===== src/shared/chg_pkg.sv =====
// Constants shared by the charger register slice and its limit control.
// Assumes one system clock and an active-low asynchronous reset.
package chg_pkg;

  localparam logic [7:0] ADDR_LIMIT_CTRL   = 8'h0D;
  localparam logic [7:0] ADDR_BATTERY_VOLTAGE_READING_RESULT  = 8'h0E;
  localparam logic [7:0] ADDR_SYSTEM_VOLTAGE_READING_RESULT  = 8'h0F;
  localparam logic [7:0] ADDR_INPUT_VOLTAGE_READING_RESULT = 8'h11;
  localparam logic [7:0] ADDR_ICHG_RESULT  = 8'h12;
  localparam logic [7:0] ADDR_REG_RESET    = 8'h14;

  localparam int         MODE_BIT          = 7;
  localparam int         FLAG_BIT          = 7;
  localparam int         REG_RESET_BIT     = 7;

  localparam logic [7:0] LIMIT_CTRL_RESET  = 8'h12;
  localparam logic [6:0] LIMIT_MIN_CODE    = 7'h0D;
  localparam logic [6:0] RESULT_RESET      = 7'h00;
  localparam logic [7:0] READ_UNMAPPED     = 8'h00;

  // Serial bus target address; the value is arbitrary.
  localparam logic [6:0] BUS_TARGET_ADDR   = 7'h55;
  localparam logic [3:0] BITS_PER_BYTE     = 4'h8;

  typedef enum logic [2:0] {
    CHG_IDLE,
    CHG_ADDR,
    CHG_ADDR_ACK,
    CHG_WR_BYTE,
    CHG_WR_ACK,
    CHG_RD_BYTE,
    CHG_RD_ACK
  } chg_bus_state_t;

endpackage


===== src/shared/chg_lim_if.sv =====
// Carrier between the register slice top and the input limit control.
// Assumes both ends run on the same system clock.
interface chg_lim_if;
  logic       wr_stb;
  logic [7:0] wr_data;
  logic       reg_rst;
  logic [7:0] ctrl;
  logic [6:0] eff_threshold;

  modport bank (output wr_stb, output wr_data, output reg_rst,
                input  ctrl, input eff_threshold);
  modport lim  (input  wr_stb, input wr_data, input reg_rst,
                output ctrl, output eff_threshold);
endinterface


===== src/design/chg_dpm_adc_regs.sv =====
// Charger register slice: input limit control and ADC readback registers
// behind a two-wire serial target with auto-incrementing register pointer.
// Assumes scl and sda arrive synchronous to sys_clk and far slower than it.
module chg_dpm_adc_regs (
  input  wire logic       sys_clk_i,
  input  wire logic       resetn_i,
  input  wire logic       scl_i,
  input  wire logic       sda_i,
  output logic            sda_o,
  output logic            sda_oe_o,
  input  wire logic [6:0] rel_limit_code_i,
  input  wire logic       thermal_regulation_flag_i,
  input  wire logic [6:0] battery_voltage_reading_i,
  input  wire logic [6:0] system_voltage_reading_i,
  input  wire logic       input_supply_present_i,
  input  wire logic [6:0] input_voltage_reading_i,
  input  wire logic [6:0] charge_current_reading_i,
  input  wire logic       below_battery_short_threshold_i,
  output logic            absolute_limit_select_o,
  output logic [6:0]      input_voltage_limit_threshold_o,
  output logic            safety_timer_restart_o
);

  chg_lim_if lim_if ();

  chg_limit_reg u_limit (
    .sys_clk_i  (sys_clk_i),
    .resetn_i   (resetn_i),
    .rel_code_i (rel_limit_code_i),
    .lim        (lim_if.lim)
  );

  chg_pkg::chg_bus_state_t state_q;
  logic       scl_q;
  logic       sda_q;
  logic [3:0] bit_cnt_q;
  logic [7:0] shift_q;
  logic [7:0] tx_q;
  logic [7:0] ptr_q;
  logic       rw_q;
  logic       first_q;
  logic       nack_q;
  logic       oe_q;
  logic       wr_stb_q;
  logic [7:0] wr_addr_q;
  logic [7:0] wr_data_q;
  logic       lim_wr_q;
  logic       rst_req_q;
  logic       timer_q;
  logic [7:0] battery_voltage_reading_q;
  logic [7:0] system_voltage_reading_q;
  logic [7:0] input_voltage_reading_q;
  logic [7:0] ichg_q;
  logic [7:0] rdata;
  logic       scl_rise;
  logic       scl_fall;
  logic       bus_start;
  logic       bus_stop;
  logic [7:0] shift_next;

  assign scl_rise   = scl_i & ~scl_q;
  assign scl_fall   = ~scl_i & scl_q;
  assign bus_start  = scl_i & scl_q & sda_q & ~sda_i;
  assign bus_stop   = scl_i & scl_q & ~sda_q & sda_i;
  assign shift_next = {shift_q[6:0], sda_i};

  always_ff @(posedge sys_clk_i or negedge resetn_i) begin
    if (!resetn_i) begin
      scl_q <= 1'b1;
      sda_q <= 1'b1;
    end else begin
      scl_q <= scl_i;
      sda_q <= sda_i;
    end
  end

  // Results are resampled every cycle, so a read returns the newest value.
  always_ff @(posedge sys_clk_i or negedge resetn_i) begin
    if (!resetn_i) begin
      battery_voltage_reading_q  <= {1'b0, chg_pkg::RESULT_RESET};
      system_voltage_reading_q  <= {1'b0, chg_pkg::RESULT_RESET};
      input_voltage_reading_q <= {1'b0, chg_pkg::RESULT_RESET};
      ichg_q  <= {1'b0, chg_pkg::RESULT_RESET};
    end else begin
      battery_voltage_reading_q  <= {thermal_regulation_flag_i,
                  battery_voltage_reading_i};
      system_voltage_reading_q  <= {1'b0, system_voltage_reading_i};
      input_voltage_reading_q <= {input_supply_present_i,
                  input_voltage_reading_i};
      ichg_q  <= below_battery_short_threshold_i ?
                 {1'b0, chg_pkg::RESULT_RESET} :
                 {1'b0, charge_current_reading_i};
    end
  end

  always_comb begin
    case (ptr_q)
      chg_pkg::ADDR_LIMIT_CTRL:   rdata = lim_if.ctrl;
      chg_pkg::ADDR_BATTERY_VOLTAGE_READING_RESULT:  rdata = battery_voltage_reading_q;
      chg_pkg::ADDR_SYSTEM_VOLTAGE_READING_RESULT:  rdata = system_voltage_reading_q;
      chg_pkg::ADDR_INPUT_VOLTAGE_READING_RESULT: rdata = input_voltage_reading_q;
      chg_pkg::ADDR_ICHG_RESULT:  rdata = ichg_q;
      chg_pkg::ADDR_REG_RESET:    rdata = 8'h00;
      default:                    rdata = chg_pkg::READ_UNMAPPED;
    endcase
  end

  // Serial target: a write's first data byte loads the pointer, later
  // bytes write and step it; reads step it after every byte sent.
  always_ff @(posedge sys_clk_i or negedge resetn_i) begin
    if (!resetn_i) begin
      state_q   <= chg_pkg::CHG_IDLE;
      bit_cnt_q <= 4'h0;
      shift_q   <= 8'h00;
      tx_q      <= 8'h00;
      ptr_q     <= 8'h00;
      rw_q      <= 1'b0;
      first_q   <= 1'b0;
      nack_q    <= 1'b0;
      oe_q      <= 1'b0;
      wr_stb_q  <= 1'b0;
      wr_addr_q <= 8'h00;
      wr_data_q <= 8'h00;
    end else begin
      wr_stb_q <= 1'b0;
      if (bus_start) begin
        state_q   <= chg_pkg::CHG_ADDR;
        bit_cnt_q <= 4'h0;
        oe_q      <= 1'b0;
      end else if (bus_stop) begin
        state_q <= chg_pkg::CHG_IDLE;
        oe_q    <= 1'b0;
      end else begin
        case (state_q)
          chg_pkg::CHG_IDLE: begin
            oe_q <= 1'b0;
          end
          chg_pkg::CHG_ADDR: begin
            if (scl_rise) begin
              shift_q   <= shift_next;
              bit_cnt_q <= bit_cnt_q + 4'h1;
            end else if (scl_fall &&
                         bit_cnt_q == chg_pkg::BITS_PER_BYTE) begin
              if (shift_q[7:1] == chg_pkg::BUS_TARGET_ADDR) begin
                rw_q    <= shift_q[0];
                oe_q    <= 1'b1;
                state_q <= chg_pkg::CHG_ADDR_ACK;
              end else begin
                state_q <= chg_pkg::CHG_IDLE;
              end
            end
          end
          chg_pkg::CHG_ADDR_ACK: begin
            if (scl_fall) begin
              bit_cnt_q <= 4'h0;
              if (rw_q) begin
                tx_q    <= rdata;
                oe_q    <= ~rdata[7];
                state_q <= chg_pkg::CHG_RD_BYTE;
              end else begin
                oe_q    <= 1'b0;
                first_q <= 1'b1;
                state_q <= chg_pkg::CHG_WR_BYTE;
              end
            end
          end
          chg_pkg::CHG_WR_BYTE: begin
            if (scl_rise) begin
              shift_q   <= shift_next;
              bit_cnt_q <= bit_cnt_q + 4'h1;
            end else if (scl_fall &&
                         bit_cnt_q == chg_pkg::BITS_PER_BYTE) begin
              oe_q    <= 1'b1;
              state_q <= chg_pkg::CHG_WR_ACK;
              first_q <= 1'b0;
              if (first_q) begin
                ptr_q <= shift_q;
              end else begin
                wr_stb_q  <= 1'b1;
                wr_addr_q <= ptr_q;
                wr_data_q <= shift_q;
                ptr_q     <= ptr_q + 8'h01;
              end
            end
          end
          chg_pkg::CHG_WR_ACK: begin
            if (scl_fall) begin
              oe_q      <= 1'b0;
              bit_cnt_q <= 4'h0;
              state_q   <= chg_pkg::CHG_WR_BYTE;
            end
          end
          chg_pkg::CHG_RD_BYTE: begin
            if (scl_rise) begin
              bit_cnt_q <= bit_cnt_q + 4'h1;
            end else if (scl_fall) begin
              if (bit_cnt_q == chg_pkg::BITS_PER_BYTE) begin
                oe_q    <= 1'b0;
                ptr_q   <= ptr_q + 8'h01;
                state_q <= chg_pkg::CHG_RD_ACK;
              end else begin
                tx_q <= {tx_q[6:0], 1'b0};
                oe_q <= ~tx_q[6];
              end
            end
          end
          chg_pkg::CHG_RD_ACK: begin
            if (scl_rise) begin
              nack_q <= sda_i;
            end else if (scl_fall) begin
              if (nack_q) begin
                state_q <= chg_pkg::CHG_IDLE;
              end else begin
                tx_q      <= rdata;
                oe_q      <= ~rdata[7];
                bit_cnt_q <= 4'h0;
                state_q   <= chg_pkg::CHG_RD_BYTE;
              end
            end
          end
          default: begin
            state_q <= chg_pkg::CHG_IDLE;
            oe_q    <= 1'b0;
          end
        endcase
      end
    end
  end

  // Writes to result registers decode to nothing and are simply dropped.
  always_ff @(posedge sys_clk_i or negedge resetn_i) begin
    if (!resetn_i) begin
      lim_wr_q <= 1'b0;
    end else begin
      lim_wr_q <= wr_stb_q &&
                  wr_addr_q == chg_pkg::ADDR_LIMIT_CTRL;
    end
  end

  always_ff @(posedge sys_clk_i or negedge resetn_i) begin
    if (!resetn_i) begin
      rst_req_q <= 1'b0;
    end else begin
      rst_req_q <= wr_stb_q && wr_addr_q == chg_pkg::ADDR_REG_RESET &&
                   wr_data_q[chg_pkg::REG_RESET_BIT];
    end
  end

  assign lim_if.wr_stb  = lim_wr_q;
  assign lim_if.wr_data = wr_data_q;
  assign lim_if.reg_rst = rst_req_q;

  always_ff @(posedge sys_clk_i or negedge resetn_i) begin
    if (!resetn_i) begin
      timer_q <= 1'b0;
    end else begin
      timer_q <= rst_req_q;
    end
  end

  // The pin flop lags the state decision by one cycle; bus phases last many
  // system clocks, so the data line still settles while the bus clock is low.
  always_ff @(posedge sys_clk_i or negedge resetn_i) begin
    if (!resetn_i) begin
      sda_o    <= 1'b0;
      sda_oe_o <= 1'b0;
    end else begin
      sda_o    <= 1'b0;
      sda_oe_o <= oe_q;
    end
  end

  always_ff @(posedge sys_clk_i or negedge resetn_i) begin
    if (!resetn_i) begin
      absolute_limit_select_o         <= 1'b0;
      input_voltage_limit_threshold_o <= chg_pkg::LIMIT_CTRL_RESET[6:0];
      safety_timer_restart_o          <= 1'b0;
    end else begin
      absolute_limit_select_o         <= lim_if.ctrl[chg_pkg::MODE_BIT];
      input_voltage_limit_threshold_o <= lim_if.eff_threshold;
      safety_timer_restart_o          <= timer_q;
    end
  end

endmodule


===== src/design/chg_limit_reg.sv =====
// Input voltage limit control register: mode bit and threshold field.
// Assumes strobes from the register slice top on the same clock.
module chg_limit_reg (
  input  wire logic  sys_clk_i,
  input  wire logic  resetn_i,
  input  wire logic [6:0] rel_code_i,
  chg_lim_if.lim     lim
);

  logic       mode_q;
  logic [6:0] thr_q;
  logic [6:0] eff_q;
  logic [6:0] rel_clamped;
  logic [6:0] thr_clamped;

  always_comb begin
    rel_clamped = (rel_code_i < chg_pkg::LIMIT_MIN_CODE) ?
                  chg_pkg::LIMIT_MIN_CODE : rel_code_i;
    thr_clamped = (thr_q < chg_pkg::LIMIT_MIN_CODE) ?
                  chg_pkg::LIMIT_MIN_CODE : thr_q;
  end

  always_ff @(posedge sys_clk_i or negedge resetn_i) begin
    if (!resetn_i) begin
      mode_q <= chg_pkg::LIMIT_CTRL_RESET[chg_pkg::MODE_BIT];
    end else if (lim.reg_rst) begin
      mode_q <= chg_pkg::LIMIT_CTRL_RESET[chg_pkg::MODE_BIT];
    end else if (lim.wr_stb) begin
      mode_q <= lim.wr_data[chg_pkg::MODE_BIT];
    end
  end

  // A write that selects absolute mode also lands its threshold, so the
  // host can switch modes and set the level in one transfer.
  always_ff @(posedge sys_clk_i or negedge resetn_i) begin
    if (!resetn_i) begin
      thr_q <= chg_pkg::LIMIT_CTRL_RESET[6:0];
    end else if (lim.reg_rst) begin
      thr_q <= chg_pkg::LIMIT_CTRL_RESET[6:0];
    end else if (lim.wr_stb && lim.wr_data[chg_pkg::MODE_BIT]) begin
      thr_q <= lim.wr_data[6:0];
    end else if (!mode_q) begin
      thr_q <= rel_code_i;
    end
  end

  always_ff @(posedge sys_clk_i or negedge resetn_i) begin
    if (!resetn_i) begin
      eff_q <= chg_pkg::LIMIT_CTRL_RESET[6:0];
    end else begin
      eff_q <= mode_q ? thr_clamped : rel_clamped;
    end
  end

  assign lim.ctrl          = {mode_q, thr_q};
  assign lim.eff_threshold = eff_q;

endmodule


===== config.mk =====
export PLATFORM = sky130hd
export DESIGN_NAME = chg_dpm_adc_regs
export DESIGN_NICKNAME = d
export VERILOG_FILES = /design/src/shared/chg_pkg.sv /design/src/shared/chg_lim_if.sv /design/src/design/chg_dpm_adc_regs.sv /design/src/design/chg_limit_reg.sv
export SDC_FILE = /design/constraint.sdc
export NUM_CORES = 1
export LEC_CHECK = 0
export BUFFER_PORTS_ARGS = -buffer_cell sky130_fd_sc_hd__buf_4
export CAP_MARGIN = 40
export CORE_UTILIZATION = 52
export CTS_CLUSTER_SIZE = 24
export DETAILED_ROUTE_END_ITERATION = 6
export PLACE_DENSITY = 0.78
export SETUP_SLACK_MARGIN = 0.1
export SYNTH_ARGS = -nofsm -noshare
export SYNTH_HDL_FRONTEND = slang
export SYNTH_SLANG_ARGS = --single-unit
export TNS_END_PERCENT = 5

===== constraint.sdc =====
create_clock -name sys_clk_i -period 2.4 [get_ports sys_clk_i]
set_input_delay 0.36 -clock sys_clk_i [delete_from_list [all_inputs] [get_ports sys_clk_i]]
set_output_delay 0.36 -clock sys_clk_i [all_outputs]
set_load 0.01 [all_outputs]

==> results of run 1 <==
## metal layers
metal | wire (um) | vias to the layer above | track usage
met5 | 0 | - | 0
met4 | 85 | 0 | 0.06061
met3 | 518 | 8 | 0.06013
met2 | 4668 | 93 | 0.3472
met1 | 4353 | 1663 | 0.2765
li1 | - | 1595 | -
## power by group through the flow
stage | registers [mW] | logic [mW] | clock network [mW]
2_1_floorplan | 2.17 | 0.243 | 0
3_3_place_gp | 2.23 | 0.389 | 0
3_5_place_dp | 2.23 | 0.413 | 0
4_1_cts | 2.20 | 0.415 | 1.18
5_1_grt | 2.22 | 0.454 | 1.25
6_report | 2.20 | 0.407 | 1.14
## flip-flops by register name, summed over array words and instances, names as in the netlist, 8 cells and up
register,cells
shift_q,8
wr_addr_q,8
battery_voltage_reading_q,8
ptr_q,8
input_voltage_reading_q,8
lim_if.wr_data,8
## synth_stat cells, types with 3 or more instances
| cell type | instances | area [um^2] |
|---|---|---|
| sky130_fd_sc_hd__nor2b_1 | 9 | 56.30 |
| sky130_fd_sc_hd__a31oi_1 | 4 | 25.02 |
| sky130_fd_sc_hd__mux2i_1 | 8 | 80.08 |
| sky130_fd_sc_hd__dfstp_2 | 8 | 210.2 |
| sky130_fd_sc_hd__o21ai_1 | 9 | 45.04 |
| sky130_fd_sc_hd__clkbuf_1 | 8 | 30.03 |
| sky130_fd_sc_hd__a32o_1 | 3 | 30.03 |
| sky130_fd_sc_hd__o221ai_1 | 5 | 43.79 |
| sky130_fd_sc_hd__buf_2 | 8 | 40.04 |
| sky130_fd_sc_hd__nand4_1 | 4 | 25.02 |
| sky130_fd_sc_hd__nor3_1 | 8 | 40.04 |
| sky130_fd_sc_hd__o21ai_0 | 15 | 75.07 |
| sky130_fd_sc_hd__nor2_1 | 14 | 52.55 |
| sky130_fd_sc_hd__o22ai_1 | 6 | 37.54 |
| sky130_fd_sc_hd__o211ai_1 | 5 | 37.54 |
| sky130_fd_sc_hd__a21oi_1 | 20 | 100.1 |
| sky130_fd_sc_hd__inv_1 | 7 | 26.28 |
| sky130_fd_sc_hd__nand2_1 | 40 | 150.1 |
| sky130_fd_sc_hd__mux2_2 | 5 | 56.30 |
| sky130_fd_sc_hd__nand3_1 | 9 | 45.04 |
| sky130_fd_sc_hd__nand2b_1 | 10 | 62.56 |
| sky130_fd_sc_hd__mux2_1 | 26 | 292.8 |
| sky130_fd_sc_hd__a22oi_1 | 12 | 90.09 |
| sky130_fd_sc_hd__o31ai_1 | 3 | 22.52 |
| sky130_fd_sc_hd__and3_1 | 7 | 43.79 |
| sky130_fd_sc_hd__dfrtp_1 | 103 | 2577 |
| sky130_fd_sc_hd__ha_1 | 5 | 62.56 |
| sky130_fd_sc_hd__a211oi_1 | 4 | 30.03 |
## final timing paths
| path | startpoint | endpoint | slack (ns) | depth (start not counted) |
|---|---|---|---|---|
| max in group asynchronous | resetn_i | sda_q$_DFF_PN1_ | 1.19 | 3 |
| max | bit_cnt_q[0]$_DFFE_PN0P_ | lim_if.wr_data[3]$_DFFE_PN0P_ | 0.34 | 6 |
| min reg2reg | u_limit.lim.eff_threshold[3]$_DFF_PN0_ | input_voltage_limit_threshold_o[3]$_DFF_PN0_ | 0.36 | 0 |
| max reg2reg | bit_cnt_q[0]$_DFFE_PN0P_ | lim_if.wr_data[3]$_DFFE_PN0P_ | 0.34 | 6 |
| min in group asynchronous | resetn_i | ichg_q[3]$_DFF_PN0_ | 0.50 | 2 |
| min | input_voltage_reading_i[1] | input_voltage_reading_q[1]$_DFF_PN0_ | 0.08 | 1 |
## cell families after synthesis
family,count (synthesis)
adders and majority gates,5
AOI/OAI and AO/OA,100
muxes,39
other,1
DFF,111
buffers and inverters,29
xor gates and xnor gates,2
and+or+nand+nor,123
## what timing repair did
item | CTS | global route
resized for setup | 0 | 0
hold endpoints to repair | 37 | 0
hold buffers | 1 | 0
## area by class of cell
cell class	count	area share
multi-input combinational	270	0.3383
inverter	9	0.006148
tap	108	0.02459
sequential	111	0.5073
clock inverter	6	0.01252
timing repair buffer	61	0.08607
clock buffer	10	0.02505
## stage by stage
| stage | utilization | hold slack [ns] | instances | area, um^2 | worst slack [ns] |
|---|---|---|---|---|---|
| after detailed placement | 0.5995 | 0.3358 | 558 | 5279 | 0.3542 |
| after CTS | 0.6240 | 0.05896 | 575 | 5495 | 0.3122 |
| after floorplan | - | 0.06441 | 410 | 4788 | 0.6162 |
| after global routing | 0.6240 | 0.06041 | 575 | 5495 | 0.2097 |
| after global placement | 0.5995 | 0.3320 | 558 | 5279 | 0.4452 |
| final | 0.6240 | 0.08439 | 575 | 5495 | 0.3384 |
## worst reg2reg max path, cell delays in order, from the launching register on
cell and delay (ns):
sky130_fd_sc_hd__dfrtp_1 0.43, sky130_fd_sc_hd__inv_1 0.08, sky130_fd_sc_hd__ha_1 0.13, sky130_fd_sc_hd__and3b_1 0.26, sky130_fd_sc_hd__nand2_1 0.22, sky130_fd_sc_hd__nor2_4 0.45
sky130_fd_sc_hd__mux2_1 0.38
==> summary by stage, run 1 <==
Run status
The flow ran to the end, but the final reports show violations. The checks that failed: design-rule violations.

Setup path
The cell with the largest stage delay on the worst path is sky130_fd_sc_hd__nor2_4. The critical path in this run is classified as reg2reg. Data on the critical path is required at its endpoint by ~2.7 ns. Grouping stages by cell kind, the critical path spends the most delay in simple AND/OR/NAND/NOR gates. Walking the worst path, the cells encountered are inv_1 > ha_1 > and3b_1 > nand2_1 > nor2_4 > mux2_1.

The count of buffering cells on the critical path with inverters included is 1. The arrival time of the worst setup path is roughly 2.3 ns. The top fanout value on the critical path is 16.

The critical path endpoint category is a flop. The largest stage delay on the critical path is 0.45 ns. The launching element type of the critical path is a flop.

Yosys
Of the total synthesized cell area, the portion taken by AND, OR, NAND and NOR gates is 0.1414. Of the total synthesized cell area, the portion taken by XOR and XNOR cells is 0.003658. The average instance in the mapped netlist occupies 11.68 um^2.

The top flip-flop cell by instance count after synthesis is sky130_fd_sc_hd__dfrtp_1. The adder-cell share of the synthesized area is 0.01307. Of all flip-flops after synthesis, the portion carrying an async set or reset was 1.000.

In this run, synthesis produced a sequential element count of ~110. The synthesized netlist net count is 457. In this run, synthesis inferred 0 flip-flops with an integrated enable. After synthesis, the largest family of logic cells by area is simple AND/OR/NAND/NOR gates.

The number of unique standard cell types used by synthesis is 62. The gate count of the mapped netlist is 410. The warning count from the yosys run is 0. The post-synthesis compound-gate area fraction is 0.1398. The post-synthesis mux area share is 0.08963.

The share of the Yosys chip area taken by registers is 0.5822. Summing every instance area after synthesis gives about 0.0048 mm^2.

Route
The first routing iteration left approximately 140 violations. In the routed design, unresolved DRC markers number 12. The routed design has 9.625 mm of wire. Dividing the detail-routed wire length by the instance count gives 16.74 um.

The per-cell via count in the routed design is 5.842. The count of nets left with antenna violations once routing finished came out at 0. For this run, the detailed router's first-pass iteration total came to 7. For this block, the via count after detailed routing is 3359.

Hold path
The type of the most critical hold path is in2reg.

Placed design
The last weighted congestion value of the routability-driven placer is 0.8583. The detailed placer's ending HPWL is 6.788 mm. The number of port buffers is 51.

CTS
Post-CTS timing repair inserted 0 buffers for setup. The count of clock tree sinks is 111. The clock tree from TritonCTS is yes. After clock tree synthesis, the clock-pin slew on the worst setup and hold paths is 0.10 ns. The total CTS buffers is 9. The longest clock path from root to sink contains 2 buffers. The clock reaches the later pin of the worst-skew pair after 0.37 ns. The depth of the CTS H-tree is 3.

The library cell used as clock root buffer is sky130_fd_sc_hd__clkbuf_8.

Finish
The layout filler cell count is 704. The repair_antennas step left the layout with diodes totalling 0. The most common cell after layout, fill and taps aside is sky130_fd_sc_hd__dfrtp_1. Relative to the synthesized area, the layout overhead comes to 14.76%. The post-layout net count is around 510. The share of layout cells above drive strength 1 is 0.2099. Summing all flip-flop and latch instances after layout gives 0.002788 mm^2.

In the layout the commonest cells are sky130_fd_sc_hd__dfrtp_1, sky130_fd_sc_hd__buf_4, sky130_fd_sc_hd__nand2_1, sky130_fd_sc_hd__mux2_1, sky130_fd_sc_hd__a21oi_1. The multi-input combinational cells in the finished layout cover a total of 0.001859 mm^2.

STA
Counting I/O delays and the setup requirement, the final critical path takes 2.062 ns. Adding up every negative setup slack in the final design gives 0 ns. The final count of hold timing violations is 0.

The final count of pins violating max slew came to 0. Setup repair after global routing left no endpoint under its margin. The final clock period utilization by the worst path is 0.8590.

The measured slew at the worst slew-check pin is 0.5787 ns. Derived from the worst setup path, the maximum achievable clock frequency is 485.1 MHz. The total of endpoints with negative setup slack in the final report is 0.

The final setup skew is ~0.0076 ns. The relative slew slack is 0.6133.

Global route
Entering global routing, the biggest net connects 41 pins. The wire length of the first global-routing pass is 15.86 mm. In the global route stage, overall resource usage came out at 0.2122. The via count of the first global-routing pass is 3274. The number of antenna violations at the first check in global routing is 0. The total grt overflow is 0.

Pwr
Power comes to 3.746 mW. The clock network fraction of design power is 0.304. IR analysis of the VDD net gives a maximum drop of 0.4272 mV. Of the total power, the share spent switching nets is 0.2678.

For this design the total switching power over the nets is 1.003 mW. In this run the static leakage power is between 2 and 3 nW. The power density relative to cell area is 681.7 mW/mm^2.

The internal power contribution is 2.743 mW. The combinational group share of total power is 0.109. The share of total power dissipated in sequential elements is 0.587.

Floorplan
The placement row count is 34. The floorplan step set the die height to 97.96 um. The starting utilization of the core area is 0.5438. The number of top-level design ports is 53. The area inside the core boundary is 0.008806 mm^2. The die is 97.96 um wide. The floorplan step defined a die boundary enclosing 0.009596 mm^2.

Run
The total of max-cap violations is 0.
Note: power is estimated with default switching activity, not from simulation.
==> run 2, diff against run 1 <==
GPL_TIMING_DRIVEN = 0   (was not set)
PLACE_DENSITY = 0.81   (was 0.78)
clock period = 1.7 ns   (was 2.4 ns; I/O delays follow)
==> summary by stage, run 2 (same netlist as run 1, synthesis figures left out) <==
Finish
The most common cell after layout, fill and taps aside is sky130_fd_sc_hd__dfrtp_1 (unchanged). The area added between synthesis and finish is 29.21% (was 14.76%). The final standard cell utilization of the core came to 0.7026 (was 0.6240). The area of the multi-input gates is 0.002023 mm^2 (was 0.001859 mm^2).

The final antenna diode count is 0 (unchanged). The final cell area excluding filler cells is 0.006187 mm^2 (was 0.005495 mm^2). The sequential cell area in the final layout is 0.002791 mm^2 (was 0.002788 mm^2).

The layout filler cell count came to 602 (was 704). The share of layout cells above drive strength 1 is 0.3219 (was 0.2099). The post-layout net count is 567 (was 509). Top library cells by usage in the layout, fill and taps aside: sky130_fd_sc_hd__dfrtp_1, sky130_fd_sc_hd__buf_4, sky130_fd_sc_hd__nand2_1, sky130_fd_sc_hd__dlygate4sd3_1, sky130_fd_sc_hd__a21oi_1 (was sky130_fd_sc_hd__dfrtp_1, sky130_fd_sc_hd__buf_4, sky130_fd_sc_hd__nand2_1, sky130_fd_sc_hd__mux2_1, sky130_fd_sc_hd__a21oi_1).

The number of standard cells in the final layout excluding fillers is 633 (was 575).

Run
The total of max-cap violations came to 0 (unchanged).

Setup path
The arrival time of the worst setup path was 2.10 ns (was 2.32 ns). The required arrival time at the worst endpoint came to 2.00 ns (was 2.65 ns). The type of the worst setup path is reg2reg (unchanged). The launching element type of the critical path is a flop (unchanged). The top fanout value on the critical path is 4 (was 16).

The critical path endpoint category is a flop (unchanged).

CTS
The count of clock tree sinks came to 111 (unchanged). The largest buffer count on any clock path is 2 (unchanged). The total CTS buffers is 9 (unchanged).

The register clock-pin slew on the reported worst setup and hold paths is 0.10 ns (about the same). The latest clock arrival within the worst-skew pair was 0.37 ns (about the same). The depth of the CTS H-tree is 3 (unchanged).

The library cell used as clock root buffer is sky130_fd_sc_hd__clkbuf_8 (unchanged). The clock tree from TritonCTS is yes (unchanged).

Pwr
The leakage component of the power is 2.802 nW (was 2.520 nW). The power density relative to cell area was 873.6 mW/mm^2 (was 681.7 mW/mm^2). The worst ir drop on vdd is 0.6013 mV (was 0.4272 mV).

Placed design
The detailed placer's ending HPWL is 6.949 mm (was 6.788 mm). The last weighted congestion value of the routability-driven placer is 0.8360 (was 0.8583). The cell area after placement is 0.005346 mm^2 (was 0.005279 mm^2). The number of port buffers was 51 (unchanged). The number of cells in the design after placement was 570 (was 558).

Floorplan
The starting utilization of the core area was 0.5438 (unchanged). The die footprint was 0.009596 mm^2 (unchanged). The area inside the core boundary is 0.008806 mm^2 (unchanged). The placement row count is 34 (unchanged). The die span in x came to 97.96 um (unchanged). The number of top-level design ports was 53 (unchanged). The height of the die is 97.96 um (unchanged).

Global route
The number of antenna violations at the first check in global routing is 0 (unchanged). The total track usage is 0.2346 (was 0.2122). The maximum number of pins on one net before global-route repair is 58 (was 41). The total grt overflow is 0 (unchanged). The via count of the first global-routing pass is 3672 (was 3274). The wire length of the first global-routing pass is 17.76 mm (was 15.86 mm).

STA
The final count of hold timing violations is 0 (unchanged). The measured slew at the worst slew-check pin is 0.6892 ns (was 0.5787 ns). The slack of the critical path is -0.1026 ns (was 0.3384 ns). The relative slew slack is 0.5406 (was 0.6133). The final count of pins violating max slew was 0 (unchanged). The final worst hold slack was 0.1025 ns (was 0.08439 ns). The final clock period utilization by the worst path was 1.060 (was 0.8590). The clock period minus final worst setup slack is 1.803 ns (was 2.062 ns). The setup TNS is -1.097 ns (was 0 ns).

The final setup skew is 0.007838 ns (was 0.007592 ns). The total of endpoints with negative setup slack in the final report is 19 (was 0). The highest clock frequency the design can meet is 554.8 MHz (was 485.1 MHz).

RSZ-0062 raised after global routing: yes (was no).

Run status
Violations in the final reports: design-rule violations, negative setup slack (was design-rule violations). Result of the run: finished with violations (unchanged).

Route
The routed wire length per instance is 17.38 um (was 16.74 um). The detailed-routing iteration count for the pre-antenna-repair pass is 7 (unchanged). The number of DRC violations after detailed routing is 9 (was 12). The total wirelength of the detailed-routed design is 11.00 mm (was 9.625 mm).

The number of violations reported at the end of detailed-routing iteration 0 is 318 (was 137). The number of routed nets with antenna violations is 0 (unchanged). The per-cell via count in the routed design is 5.927 (was 5.842). The number of vias after detailed routing is 3752 (was 3359).

Hold path
The type of the most critical hold path is in2reg (unchanged).
-- run 2: changes by cell type in the layout (fill, tap and decap cells not counted), moves of 4 or more --
cell	change
sky130_fd_sc_hd__dlygate4sd3_1	+25
sky130_fd_sc_hd__nand2_1	-4
sky130_fd_sc_hd__buf_4	+13
sky130_fd_sc_hd__buf_2	+4
sky130_fd_sc_hd__mux2_4	+13
sky130_fd_sc_hd__mux2_1	-13
sky130_fd_sc_hd__buf_6	+7
-- run 2: layout make-up --
| type | instances | area share |
|---|---|---|
| inverter | 9 | 0.005865 |
| clock buffer | 9 | 0.02002 |
| buffer | 19 | 0.02770 |
| timing repair buffer | 100 | 0.1363 |
| tap | 108 | 0.02184 |
| clock inverter | 7 | 0.01011 |
| sequential | 111 | 0.4512 |
| multi-input combinational | 270 | 0.3270 |
-- run 2: routing by layer --
metal  vias to the layer above  global-route usage  routed length, um
met2                       132              0.3992               5587
met3                        33             0.05297                623
li1                       1718                   -                  -
met4                         0             0.05361                219
met5                         -                   0                  0
met1                      1869              0.3071               4574
-- run 2: critical path, stage by stage, from the launching register on --
cell	delay, ns
sky130_fd_sc_hd__dfrtp_1	0.40
sky130_fd_sc_hd__inv_1	0.06
sky130_fd_sc_hd__ha_1	0.12
sky130_fd_sc_hd__and3b_2	0.27
sky130_fd_sc_hd__nand2_4	0.08
sky130_fd_sc_hd__buf_4	0.16
sky130_fd_sc_hd__o21bai_1	0.15
sky130_fd_sc_hd__a31oi_1	0.27
sky130_fd_sc_hd__mux2i_1	0.22
-- run 2: repair_timing --
| action | 4_1_cts | 5_1_grt |
|---|---|---|
| setup buffers | 13 | 7 |
| resized for setup | 59 | 11 |
| cloned | 2 | 0 |
| endpoints found under the hold margin | 71 | 2 |
| pin swaps | 14 | 8 |
| setup endpoints to repair | 45 | 45 |
| hold buffers | 24 | 2 |
-- run 2: where the power goes --
part	switching [mW]	leakage [nW]	total (mW)	internal, mW
logic	0.380	1.32	0.807	0.427
registers	0.243	1.39	3.11	2.86
clock network	0.927	0.0927	1.49	0.565
-- run 2: final timing paths --
path                            cells past startpoint                                      endpoint                                    from  slack, ns
worst max-delay path                                8                              oe_q$_DFFE_PN0P_                bit_cnt_q[1]$_DFFE_PN0P_      -0.10
worst min-delay path                                2                           ichg_q[3]$_DFF_PN0_             charge_current_reading_i[3]       0.10
worst max register to register                      8                              oe_q$_DFFE_PN0P_                bit_cnt_q[1]$_DFFE_PN0P_      -0.10
worst min register to register                      0  input_voltage_limit_threshold_o[2]$_DFF_PN0_  u_limit.lim.eff_threshold[2]$_DFF_PN0_       0.35
max in group asynchronous                           3                               scl_q$_DFF_PN1_                                resetn_i       0.49
min in group asynchronous                           2          input_voltage_reading_q[2]$_DFF_PN0_                                resetn_i       0.46
-- run 2: metrics by stage --
step | total power [mW] | setup slack (ns)
6_report | 5.405 | -0.1026
5_1_grt | 5.642 | -0.1665
4_1_cts | 5.379 | -0.05784
3_5_place_dp | 3.751 | -0.2704
3_3_place_gp | 3.706 | -0.2214
2_1_floorplan | 3.408 | 0.01378
